### src/tio_sel_pkg.sv
// What this block does
// - channels 0-3 share one 2-bit clock select: codes pick clock bus 0..3
// - channel 4 has a 2-bit clock select picking clock bus 0..3
// - channel 4 external-input enable bit: 0 disables, 1 enables
// - ch3/4 and ch6 enable source: 0X none, 10 event bus 2, 11 event bus 3
// - channels 4,5,6 have 3-bit operating mode fields with eight defined modes
// - channel 4 measure modes capture counter on external capture even if enable is 0
// - channel 4 measure-clear reloads counter to all ones only when enable is 1
// - ch5 clock select: 0XX external pin 1, 1XX clock bus 0..3
// - ch5 enable source: 0X and 10 none, 11 event bus 3
// - ch6 clock select: 0XX external pin 2, 1XX clock bus 0..3
package tio_sel_pkg;
    // printed offsets are not multiples of four: kept as indices, byte addr = 4*index
    localparam logic [31:0] IDX_CH03_CLK = 32'h0080031d;
    localparam logic [31:0] IDX_CH4_CTL  = 32'h0080034a;
    localparam logic [31:0] IDX_CH5_CTL  = 32'h0080034b;
    localparam logic [31:0] IDX_CH6_CTL  = 32'h0080036a;
    localparam logic [7:0]  REG_RESET    = 8'h00;
    // field positions (bit 0 = register lsb)
    localparam int CH03_CKS_LSB = 0;
    localparam int CKS2_LSB     = 0;
    localparam int EEN_BIT      = 2;
    localparam int ENS_LSB      = 3;
    localparam int MODE_LSB     = 5;
    localparam int CKS3_LSB     = 0;
    localparam logic [7:0] CH03_MASK = 8'h03;

    typedef enum logic [2:0] {
        MODE_SINGLE    = 3'b000,
        MODE_DELAYED   = 3'b001,
        MODE_CONT      = 3'b010,
        MODE_PWM       = 3'b011,
        MODE_MEAS_CLR  = 3'b100,
        MODE_MEAS_FREE = 3'b101,
        MODE_NOISE_A   = 3'b110,
        MODE_NOISE_B   = 3'b111
    } op_mode_t;

    // clock choice: bus 0..3 or external pin
    typedef struct packed {
        logic       ext_pin;
        logic [1:0] bus;
    } clk_sel_t;

    // enable/measure source: valid plus event bus number
    typedef struct packed {
        logic       valid;
        logic [1:0] bus;
    } ens_sel_t;

    typedef struct packed {
        logic [1:0] ch03;
        logic [7:0] ch4;
        logic [7:0] ch5;
        logic [7:0] ch6;
        logic [31:0] hrdata;
        logic        rd_pend;
        logic        wr_pend;
        logic [1:0]  wr_sel;
    } state_t;

    typedef struct packed {
        logic capture;
        logic reload;
    } ch4_act_t;
endpackage : tio_sel_pkg

### src/tio_sel_regs.sv
`timescale 1ns/1ps
`default_nettype none
module timer_io_channel_select_regs (
    input  wire logic                  clk_sys,
    input  wire logic                  rstn,
    input  wire logic                  hsel,
    input  wire logic [31:0]           haddr,
    input  wire logic [1:0]            htrans,
    input  wire logic                  hwrite,
    input  wire logic [2:0]            hsize,
    input  wire logic [31:0]           hwdata,
    input  wire logic                  hready,
    output logic                       hreadyout,
    output logic                       hresp,
    output logic [31:0]                hrdata,
    input  wire logic                  ch4_ext_capture,
    output tio_sel_pkg::clk_sel_t      ch03_clk,
    output tio_sel_pkg::clk_sel_t      ch4_clk,
    output tio_sel_pkg::clk_sel_t      ch5_clk,
    output tio_sel_pkg::clk_sel_t      ch6_clk,
    output tio_sel_pkg::ens_sel_t      ch34_ens,
    output tio_sel_pkg::ens_sel_t      ch5_ens,
    output tio_sel_pkg::ens_sel_t      ch6_ens,
    output tio_sel_pkg::op_mode_t      ch4_mode,
    output tio_sel_pkg::op_mode_t      ch5_mode,
    output tio_sel_pkg::op_mode_t      ch6_mode,
    output logic                       ch4_ext_enable,
    output tio_sel_pkg::ch4_act_t      ch4_act
);
    import tio_sel_pkg::*;

    state_t     s_r;
    state_t     s_nxt;
    logic       cap_q1_r;
    logic       cap_q2_r;
    logic       cap_q3_r;
    logic       cap_pulse;
    logic [1:0] sel;
    logic       hit;
    logic       meas;
    ch4_act_t   act_r;

    // word address decode; index = byte address / 4
    always_comb begin
        sel = 2'd0;
        hit = 1'b1;
        unique case ({2'b00, haddr[31:2]})
            IDX_CH03_CLK: sel = 2'd0;
            IDX_CH4_CTL:  sel = 2'd1;
            IDX_CH5_CTL:  sel = 2'd2;
            IDX_CH6_CTL:  sel = 2'd3;
            default:      hit = 1'b0;
        endcase
    end

    // bus slave and register file, zero wait states
    always_comb begin
        s_nxt = s_r;
        s_nxt.rd_pend = 1'b0;
        s_nxt.wr_pend = 1'b0;
        if (s_r.wr_pend) begin
            unique case (s_r.wr_sel)
                2'd0: s_nxt.ch03 = hwdata[CH03_CKS_LSB +: 2];
                2'd1: s_nxt.ch4  = hwdata[7:0];
                2'd2: s_nxt.ch5  = hwdata[7:0];
                2'd3: s_nxt.ch6  = hwdata[7:0];
            endcase
        end
        if (hsel && hready && htrans[1]) begin
            // unmapped addresses: writes dropped, reads zero, still OKAY
            s_nxt.wr_pend = hwrite && hit;
            s_nxt.wr_sel  = sel;
            s_nxt.hrdata  = 32'h0000_0000;
            if (!hwrite && hit) begin
                unique case (sel)
                    2'd0: s_nxt.hrdata = {24'h0, REG_RESET | {6'h00, s_nxt.ch03}};
                    2'd1: s_nxt.hrdata = {24'h0, s_nxt.ch4};
                    2'd2: s_nxt.hrdata = {24'h0, s_nxt.ch5};
                    2'd3: s_nxt.hrdata = {24'h0, s_nxt.ch6};
                endcase
            end
        end
    end

    always_ff @(posedge clk_sys or negedge rstn) begin
        if (!rstn) begin
            s_r <= '0;
        end else begin
            s_r <= s_nxt;
        end
    end

    assign hreadyout = 1'b1;
    assign hresp     = 1'b0;
    assign hrdata    = s_r.hrdata;

    // clock source decode
    assign ch03_clk = '{ext_pin: 1'b0, bus: s_r.ch03};
    assign ch4_clk  = '{ext_pin: 1'b0, bus: s_r.ch4[CKS2_LSB +: 2]};
    assign ch5_clk  = '{ext_pin: ~s_r.ch5[CKS3_LSB + 2],
                        bus: s_r.ch5[CKS3_LSB +: 2]};
    assign ch6_clk  = '{ext_pin: ~s_r.ch6[CKS3_LSB + 2],
                        bus: s_r.ch6[CKS3_LSB +: 2]};

    // enable source: 0X none, 10 bus 2, 11 bus 3; ch5 picks bus 3 for 11 only
    assign ch34_ens = '{valid: s_r.ch4[ENS_LSB + 1],
                        bus: {1'b1, s_r.ch4[ENS_LSB]}};
    assign ch6_ens  = '{valid: s_r.ch6[ENS_LSB + 1],
                        bus: {1'b1, s_r.ch6[ENS_LSB]}};
    assign ch5_ens  = '{valid: &s_r.ch5[ENS_LSB +: 2], bus: 2'd3};

    assign ch4_mode = op_mode_t'(s_r.ch4[MODE_LSB +: 3]);
    assign ch5_mode = op_mode_t'(s_r.ch5[MODE_LSB +: 3]);
    assign ch6_mode = op_mode_t'(s_r.ch6[MODE_LSB +: 3]);
    assign ch4_ext_enable = s_r.ch4[EEN_BIT];

    // capture pin from outside: two flops before any logic, third for the edge
    always_ff @(posedge clk_sys or negedge rstn) begin
        if (!rstn) begin
            cap_q1_r <= 1'b0;
            cap_q2_r <= 1'b0;
            cap_q3_r <= 1'b0;
        end else begin
            cap_q1_r <= ch4_ext_capture;
            cap_q2_r <= cap_q1_r;
            cap_q3_r <= cap_q2_r;
        end
    end

    assign cap_pulse = cap_q2_r & ~cap_q3_r;
    assign meas = (ch4_mode == MODE_MEAS_CLR) || (ch4_mode == MODE_MEAS_FREE);

    // capture ignores the enable bit; reload needs it (software is expected to set it)
    always_ff @(posedge clk_sys or negedge rstn) begin
        if (!rstn) begin
            act_r <= '0;
        end else begin
            act_r.capture <= cap_pulse && meas;
            act_r.reload  <= cap_pulse && (ch4_mode == MODE_MEAS_CLR)
                             && ch4_ext_enable;
        end
    end
    assign ch4_act = act_r;

    a_capture_no_een: assert property (@(posedge clk_sys) disable iff (!rstn)
        (cap_q2_r && !cap_q3_r && meas) |=> act_r.capture)
        else $error("capture missed in measure mode");
    a_reload_needs_een: assert property (@(posedge clk_sys) disable iff (!rstn)
        act_r.reload |-> $past(ch4_ext_enable) && $past(ch4_mode == MODE_MEAS_CLR))
        else $error("reload without enable or outside measure clear");
    a_reload_with_cap: assert property (@(posedge clk_sys) disable iff (!rstn)
        act_r.reload |-> act_r.capture)
        else $error("reload without capture");
    a_ch03_upper_zero: assert property (@(posedge clk_sys) disable iff (!rstn)
        (hsel && hready && htrans[1] && !hwrite && haddr[31:2] == IDX_CH03_CLK[29:0])
        |=> (hrdata[31:2] == 30'h0))
        else $error("unused shared clock bits read non-zero");
    a_ch03_write: assert property (@(posedge clk_sys) disable iff (!rstn)
        (s_r.wr_pend && s_r.wr_sel == 2'd0) |=> (ch03_clk.bus == $past(hwdata[1:0])))
        else $error("shared clock select not written");
    a_ch5_ext_pin: assert property (@(posedge clk_sys) disable iff (!rstn)
        ch5_clk.ext_pin == (s_r.ch5[2] == 1'b0))
        else $error("ch5 clock pin decode wrong");
    a_ch6_ext_pin: assert property (@(posedge clk_sys) disable iff (!rstn)
        ch6_clk.ext_pin == (s_r.ch6[2] == 1'b0))
        else $error("ch6 clock pin decode wrong");
    a_ch5_ens_only3: assert property (@(posedge clk_sys) disable iff (!rstn)
        ch5_ens.valid |-> (s_r.ch5[4:3] == 2'b11 && ch5_ens.bus == 2'd3))
        else $error("ch5 enable source decode wrong");
    a_ch34_ens_none: assert property (@(posedge clk_sys) disable iff (!rstn)
        (s_r.ch4[4] == 1'b0) |-> !ch34_ens.valid)
        else $error("ch3/4 enable source selected for 0X");
    a_ch4_write: assert property (@(posedge clk_sys) disable iff (!rstn)
        (s_r.wr_pend && s_r.wr_sel == 2'd1) |=> (ch4_mode == op_mode_t'($past(hwdata[7:5]))))
        else $error("ch4 mode not written");

    // channel 4 fields follow the written byte one cycle after the data phase
    a_ch4_clk_write: assert property (@(posedge clk_sys) disable iff (!rstn)
        (s_r.wr_pend && s_r.wr_sel == 2'd1) |=> (ch4_clk.bus == $past(hwdata[1:0])))
        else $error("ch4 clock select not written");
    a_ch4_een_write: assert property (@(posedge clk_sys) disable iff (!rstn)
        (s_r.wr_pend && s_r.wr_sel == 2'd1) |=> (ch4_ext_enable == $past(hwdata[2])))
        else $error("ch4 external enable not written");
    a_ch34_ens_write: assert property (@(posedge clk_sys) disable iff (!rstn)
        (s_r.wr_pend && s_r.wr_sel == 2'd1) |=> (ch34_ens.valid == $past(hwdata[4])
        && (!ch34_ens.valid || ch34_ens.bus == {1'b1, $past(hwdata[3])})))
        else $error("ch3/4 enable source not written");

    // channel 5: pin clock for 0XX, bus clock otherwise; only code 11 picks a source
    a_ch5_clk_write: assert property (@(posedge clk_sys) disable iff (!rstn)
        (s_r.wr_pend && s_r.wr_sel == 2'd2) |=> (ch5_clk.ext_pin == !$past(hwdata[2])
        && (ch5_clk.ext_pin || ch5_clk.bus == $past(hwdata[1:0]))))
        else $error("ch5 clock select not written");
    a_ch5_ens_write: assert property (@(posedge clk_sys) disable iff (!rstn)
        (s_r.wr_pend && s_r.wr_sel == 2'd2) |=> (ch5_ens.valid == ($past(hwdata[4:3]) == 2'b11)))
        else $error("ch5 enable source not written");
    a_ch5_mode_write: assert property (@(posedge clk_sys) disable iff (!rstn)
        (s_r.wr_pend && s_r.wr_sel == 2'd2) |=> (ch5_mode == op_mode_t'($past(hwdata[7:5]))))
        else $error("ch5 mode not written");

    // channel 6: pin clock for 0XX, event bus 2 or 3 for 1X
    a_ch6_clk_write: assert property (@(posedge clk_sys) disable iff (!rstn)
        (s_r.wr_pend && s_r.wr_sel == 2'd3) |=> (ch6_clk.ext_pin == !$past(hwdata[2])
        && (ch6_clk.ext_pin || ch6_clk.bus == $past(hwdata[1:0]))))
        else $error("ch6 clock select not written");
    a_ch6_ens_write: assert property (@(posedge clk_sys) disable iff (!rstn)
        (s_r.wr_pend && s_r.wr_sel == 2'd3) |=> (ch6_ens.valid == $past(hwdata[4])
        && (!ch6_ens.valid || ch6_ens.bus == {1'b1, $past(hwdata[3])})))
        else $error("ch6 enable source not written");
    a_ch6_mode_write: assert property (@(posedge clk_sys) disable iff (!rstn)
        (s_r.wr_pend && s_r.wr_sel == 2'd3) |=> (ch6_mode == op_mode_t'($past(hwdata[7:5]))))
        else $error("ch6 mode not written");

    // shared and channel 4 clocks never come from a pin
    a_ch03_no_pin: assert property (@(posedge clk_sys) disable iff (!rstn)
        !ch03_clk.ext_pin)
        else $error("shared clock select shows a pin");
    a_ch4_no_pin: assert property (@(posedge clk_sys) disable iff (!rstn)
        !ch4_clk.ext_pin)
        else $error("ch4 clock select shows a pin");

    // selected enable sources can only be event bus 2 or 3
    a_ch6_ens_none: assert property (@(posedge clk_sys) disable iff (!rstn)
        (s_r.ch6[4] == 1'b0) |-> !ch6_ens.valid)
        else $error("ch6 enable source selected for 0X");
    a_ch34_ens_bus: assert property (@(posedge clk_sys) disable iff (!rstn)
        ch34_ens.valid |-> ch34_ens.bus[1])
        else $error("ch3/4 enable source below bus 2");
    a_ch6_ens_bus: assert property (@(posedge clk_sys) disable iff (!rstn)
        ch6_ens.valid |-> ch6_ens.bus[1])
        else $error("ch6 enable source below bus 2");

    // no write to a register means its decoded fields stay put
    a_ch03_hold: assert property (@(posedge clk_sys) disable iff (!rstn)
        !(s_r.wr_pend && s_r.wr_sel == 2'd0) |=> $stable(ch03_clk))
        else $error("shared clock select changed without a write");
    a_ch4_hold: assert property (@(posedge clk_sys) disable iff (!rstn)
        !(s_r.wr_pend && s_r.wr_sel == 2'd1) |=> $stable({ch4_clk, ch34_ens, ch4_mode, ch4_ext_enable}))
        else $error("ch4 fields changed without a write");
    a_ch5_hold: assert property (@(posedge clk_sys) disable iff (!rstn)
        !(s_r.wr_pend && s_r.wr_sel == 2'd2) |=> $stable({ch5_clk, ch5_ens, ch5_mode}))
        else $error("ch5 fields changed without a write");
    a_ch6_hold: assert property (@(posedge clk_sys) disable iff (!rstn)
        !(s_r.wr_pend && s_r.wr_sel == 2'd3) |=> $stable({ch6_clk, ch6_ens, ch6_mode}))
        else $error("ch6 fields changed without a write");

    // bus side: unmapped words are inert, upper read bits always zero
    a_unmapped_read: assert property (@(posedge clk_sys) disable iff (!rstn)
        (hsel && hready && htrans[1] && !hwrite && !hit) |=> (hrdata == 32'h0000_0000))
        else $error("unmapped read not zero");
    a_unmapped_write: assert property (@(posedge clk_sys) disable iff (!rstn)
        (hsel && hready && htrans[1] && hwrite && !hit) |=> !s_r.wr_pend)
        else $error("unmapped write taken");
    a_read_upper_zero: assert property (@(posedge clk_sys) disable iff (!rstn)
        (hsel && hready && htrans[1] && !hwrite) |=> (hrdata[31:8] == 24'h00_0000))
        else $error("read upper bits non-zero");

    // read data mirrors the stored byte when no write lands at the same edge
    a_ch03_read: assert property (@(posedge clk_sys) disable iff (!rstn)
        (hsel && hready && htrans[1] && !hwrite && hit && sel == 2'd0 && !s_r.wr_pend)
        |=> (hrdata[1:0] == $past(ch03_clk.bus)))
        else $error("shared clock select read wrong");
    a_ch4_read: assert property (@(posedge clk_sys) disable iff (!rstn)
        (hsel && hready && htrans[1] && !hwrite && hit && sel == 2'd1 && !s_r.wr_pend)
        |=> (hrdata[7:0] == $past(s_r.ch4)))
        else $error("ch4 register read wrong");
    a_ch5_read: assert property (@(posedge clk_sys) disable iff (!rstn)
        (hsel && hready && htrans[1] && !hwrite && hit && sel == 2'd2 && !s_r.wr_pend)
        |=> (hrdata[7:0] == $past(s_r.ch5)))
        else $error("ch5 register read wrong");
    a_ch6_read: assert property (@(posedge clk_sys) disable iff (!rstn)
        (hsel && hready && htrans[1] && !hwrite && hit && sel == 2'd3 && !s_r.wr_pend)
        |=> (hrdata[7:0] == $past(s_r.ch6)))
        else $error("ch6 register read wrong");

    // capture only in the two measure modes, reload only in clear mode with enable set
    a_capture_only_meas: assert property (@(posedge clk_sys) disable iff (!rstn)
        act_r.capture |-> $past(meas))
        else $error("capture outside measure modes");
    a_capture_one_cycle: assert property (@(posedge clk_sys) disable iff (!rstn)
        act_r.capture |=> !act_r.capture)
        else $error("capture pulse longer than one cycle");
    a_reload_with_een: assert property (@(posedge clk_sys) disable iff (!rstn)
        (cap_q2_r && !cap_q3_r && ch4_mode == MODE_MEAS_CLR && ch4_ext_enable)
        |=> act_r.reload)
        else $error("reload missed in measure clear with enable");
    a_no_reload_free: assert property (@(posedge clk_sys) disable iff (!rstn)
        (cap_q2_r && !cap_q3_r && ch4_mode != MODE_MEAS_CLR) |=> !act_r.reload)
        else $error("reload outside measure clear");
endmodule : timer_io_channel_select_regs
`default_nettype wire

### config.mk
export PLATFORM = sky130hd
export DESIGN_NAME = timer_io_channel_select_regs
export DESIGN_NICKNAME = d
export VERILOG_FILES = /design/src/tio_sel_pkg.sv /design/src/tio_sel_regs.sv
export SDC_FILE = /design/constraint.sdc
export NUM_CORES = 1
export LEC_CHECK = 0
export ABC_CLOCK_PERIOD_IN_PS = 2700
export BUFFER_PORTS_ARGS = -buffer_cell sky130_fd_sc_hd__buf_2
export CORE_MARGIN = 5
export CORE_UTILIZATION = 40
export CTS_BUF_LIST = sky130_fd_sc_hd__clkbuf_8
export DETAILED_ROUTE_END_ITERATION = 6
export GPL_ROUTABILITY_DRIVEN = 0
export GPL_TIMING_DRIVEN = 0
export PLACE_DENSITY = 0.73
export SLEW_MARGIN = 10
export SYNTH_ARGS = -nofsm -noshare
export SYNTH_HDL_FRONTEND = slang
export SYNTH_SLANG_ARGS = --single-unit
### constraint.sdc
create_clock -name clk_sys -period 2.7 [get_ports clk_sys]
set_input_delay 0.135 -clock clk_sys [delete_from_list [all_inputs] [get_ports clk_sys]]
set_output_delay 0.135 -clock clk_sys [all_outputs]
set_load 0.02 [all_outputs]
### Yosys cells after proc, flatten, opt, wreduce, memory -nomap -nowiden

Cells that the tools add are included.

| word-level totals | value |
|---|---|
| register bits after elaboration | 66 |
| word-level logic and storage cells | 51 |
| input bits | 75 |

| operators by class | value |
|---|---|
| equal/unequal tests | 12 |
| multiplexer cells | 10 |
| reduce and logical (&&, ||, !) cells | 13 |
| bitwise gates (word level) | 4 |

Operators by type and width:

| kind | number |
|---|---|
| $pmux W32 S4 | 1 |
| $eq A30 B24 Y1 const B | 4 |
| $mux W32 | 1 |
| $mux W26 | 1 |
| $mux W8 | 3 |
| $eq A2 B2 Y1 const B | 4 |
| $logic_and A1 B1 Y1 | 7 |
| $eq A3 B3 Y1 const B | 2 |
| $pmux W2 S3 | 1 |
| $eq A2 B1 Y1 const B | 2 |
| $logic_not A2 Y1 | 2 |
| $reduce_or A4 Y1 | 1 |
| $mux W3 | 1 |
| $not A1 Y1 | 3 |
| $mux W2 | 1 |
| $reduce_and A2 Y1 | 1 |
| $and A1 B1 Y1 | 1 |
| $logic_not A1 Y1 | 1 |
| $logic_or A1 B1 Y1 | 1 |
| $mux W1 | 1 |

### Longest topological paths before layout

| depth | value |
|---|---|
| depth in word-level cells | 5 |
| gate-level depth with buffers | 6 |
| depth with buffers taken out | 5 |

### Least setup slack after synthesis

No wires, ideal clock.

| timing | value |
|---|---|
| path type | register -> register |
| start | register s_r[1] (netlist name) |
| end | register s_r, in the netlist hrdata[0] |
| path slack | 1.068 ns |
| data required time | 2.576 ns |
| path buffers | 0 |
| arrival | 1.507 ns |
| stages on the path, launching flop included | 6 |
| cell sequence | dfrtp_1 > nand3_4 > mux2_2 > or3b_1 > a31oi_1 > o31ai_1 |

RTL lines:

| item | RTL line | text |
|---|---|---|
| start, declared | tio_sel_regs.sv:32 | `state_t s_r;` |
| start signal, assigned | tio_sel_regs.sv:89 | `s_r <= s_nxt;` |

==> metrics.txt <==
main combinational cell family by area after synthesis buffers and inverters; Root Driver clkbuf_8; fraction of layout cells with a size suffix above 1 54.57%; fin crit share 67.98%; Die Y-Extent 86.50 µm; Vias 1718; Async SR Flop Fraction 100.0%; hold buffers post-CTS 1; DRT antenna net count 0; chip width 86.50 µm; uppermost layer routed met4; post-cts sizing count 0; Met3 Wirelength 325 µm; final hold vios 37; DRT iter0 DRCs 58; Longest Clk Path Bufs 2; core area 5608 µm²; total inserted antenna cells 0; Post-CTS Setup Inserts 0; GRT Util Overall 14.73%; failing checks hold timing; most common cell after layout, fill and taps aside buf_2; Worst setup EP type register; Max VDD drop 0.2447 mV; drt first pass iters 5; first-pass GRT wire length 8763 µm; vias in the first global route 1836; xor/xnor cell area share of the yosys netlist 0.3741%; Synth Area in Compound Gates 5.986%; CP peak stage delay 0.46 ns; Post-layout nets 402; final WL 5284 µm; Yosys reg bits 42; PwrDens 485.8 nW/µm²; clk slew on worst S/H paths 0.09 ns; f_max 0.5448 GHz; Worst Path Required 2.87 ns; post-synthesis mux area share 15.07%; Crit Path Category reg2reg; commonest non-fill, non-tap cells in the layout buf_2, buf_4, dfrtp_1; Cells after Synth 210; Clock Sinks 42; port buffer count 79; post-synthesis cell type with the largest combined area dfrtp_1; number of synthesized flops with an enable pin 0; Tmin final 1.835 ns; Ports 142; initial core utilization 41.74%; CTS buffer count 5; Final Max Slew Viols 0; Mapped Avg Cell Area 11.15 µm²; drt via density 4.295; CP max FO 8; synth unique cells 33; WP data arrival 2.00 ns; Worst setup SP type register; pin count of the biggest net entering global routing 43; full die area 7482 µm²; post-detail-place hpwl 4147 µm; largest cells by area after synthesis dfrtp_1, buf_4, mux2_2; family with the most delay on the worst path simple AND/OR/NAND/NOR gates; adder-cell area share of the yosys netlist 0%; Final setup violation count 0; Critical Path Slowest Stage Cell dfrtp_1; Lkg Pwr 1.643 nW; Post-Syn Area 2341 µm²; PnR Total Power 1.499 mW; worst-path cell chain nand3b_2 -> mux2_2 -> nand2b_1 -> a31oi_1 -> o31ai_1; Main synth FF type dfrtp_1; measured slew at the worst slew-check pin 0.9176 ns; worst-case headroom to the max-slew limit 38.82%; drt wl/cell 13.21 µm; CTS HTree Levels 2; antenna violations before repair 0; flop2flop setup slack 0.86 ns; clk_skew 0.01037 ns; clk_lat worst skew 0.29 ns; CP Depth 5; WHS -0.02933 ns; RSZ-0062 raised after global routing no; Critical R2R Launch s_r[0]; CP Buf/Inv Count 0; CTS tree yes; Max Cap Viol 0; setup TNS 0 ns; Hold Crit Class in2async; metal2 WL 2622 µm; Synth top area share 44.90%; # rows 27; Seq/Total Area, Yosys 44.90%; R2R Path End hrdata[1]; Synth Area in Simple Gates 12.67%; GRT overflow 0; routed length on met1 2284 µm; status finished with violations; reg2reg path depth 5; Layout area overhead 31.85%; DR DRC count 0; YS warnings 0
## state kept, by name, summed over array words and instances (netlist names)
| name | cells |
|---|---|
| cap_q1_r | 1 |
| ch4_mode | 3 |
| ch34_ens | 2 |
| s_r | 7 |
| ch4_act | 2 |
| cap_q2_r | 1 |
| ch5_mode | 3 |
| ch6_ens | 2 |
| ch6_mode | 3 |
| cap_q3_r | 1 |
| ch5_clk | 2 |
| ch03_clk | 2 |
| hrdata | 8 |
| ch4_ext_enable | 1 |
| ch4_clk | 2 |
| ch6_clk | 2 |
## synthesized netlist by cell type, types with 4 or more instances
| library cell | number |
|---|---|
| mux2_2 | 26 |
| buf_4 | 61 |
| a22o_1 | 6 |
| dfrtp_1 | 42 |
| o21ai_0 | 6 |
| nand2_1 | 11 |
| o31ai_1 | 4 |
| nand2b_1 | 4 |
| clkbuf_1 | 5 |
| mux2i_1 | 6 |
## metal layers
| layer | GRT usage (%) | vias up |
|---|---|---|
| met5 | 0 | - |
| li1 | - | 869 |
| met3 | 3.707 | 4 |
| met1 | 18.83 | 789 |
| met2 | 24.41 | 56 |
| met4 | 4.674 | 0 |
## worst max path at each step
stage	from	endpoint
2_1_floorplan	s_r[1]	hrdata[0]
3_3_place_gp	s_r[0]	hrdata[0]
3_5_place_dp	s_r[0]	hrdata[0]
4_1_cts	s_r[0]	hrdata[0]
5_1_grt	s_r[0]	hrdata[1]
6_report	s_r[0]	hrdata[1]
## logic make-up (layout without fill, tap and decap cells)
group | after synthesis | after routing
simple gates | 44 | 44
xor+xnor | 1 | 1
mux | 32 | 32
other cells | 2 | 32
compound gates | 21 | 21
flops | 42 | 42
buf+inv | 68 | 156
## worst reg2reg max path: cells and delay by family, from the launching register on
family	cells	cell delay [ns]
AND/OR/NAND/NOR	2	0.57
AO/OA/AOI/OAI	2	0.31
multiplexers	1	0.38
flip-flops	1	0.46
## final cells by class
cell class | instances | area, µm²
Buffer | 66 | 476.7
Clock buffer | 5 | 68.82
Clock inverter | 3 | 68.82
Fill cell | 528 | 2521
Inverter | 2 | 7.507
Multi-Input combinational cell | 130 | 918.4
Sequential cell | 42 | 1051
Tap cell | 72 | 90.09
Timing Repair Buffer | 80 | 405.4
## per-stage QoR
step / worst slack (ns) / cell area, µm² / instances / util [%] / hold WS, ns
CTS: 0.8510 / 3087 / 400 / 55.04 / 0.006393
global route: 0.7728 / 3087 / 400 / 55.04 / 0.04899
floorplan: 1.068 / 2454 / 240 / - / -0.1606
finish: 0.8646 / 3087 / 400 / 55.04 / -0.02933
global placement: 0.9055 / 2939 / 391 / 52.41 / 0.2448
detailed placement: 0.8726 / 2939 / 391 / 52.41 / 0.2500
## power breakdown
part	switching, mW	internal [mW]
logic	0.133	0.113
clock network	0.223	0.371
registers	0.0102	0.649
total	0.366	1.13
No activity file was read; power rests on OpenSTA's default activity.
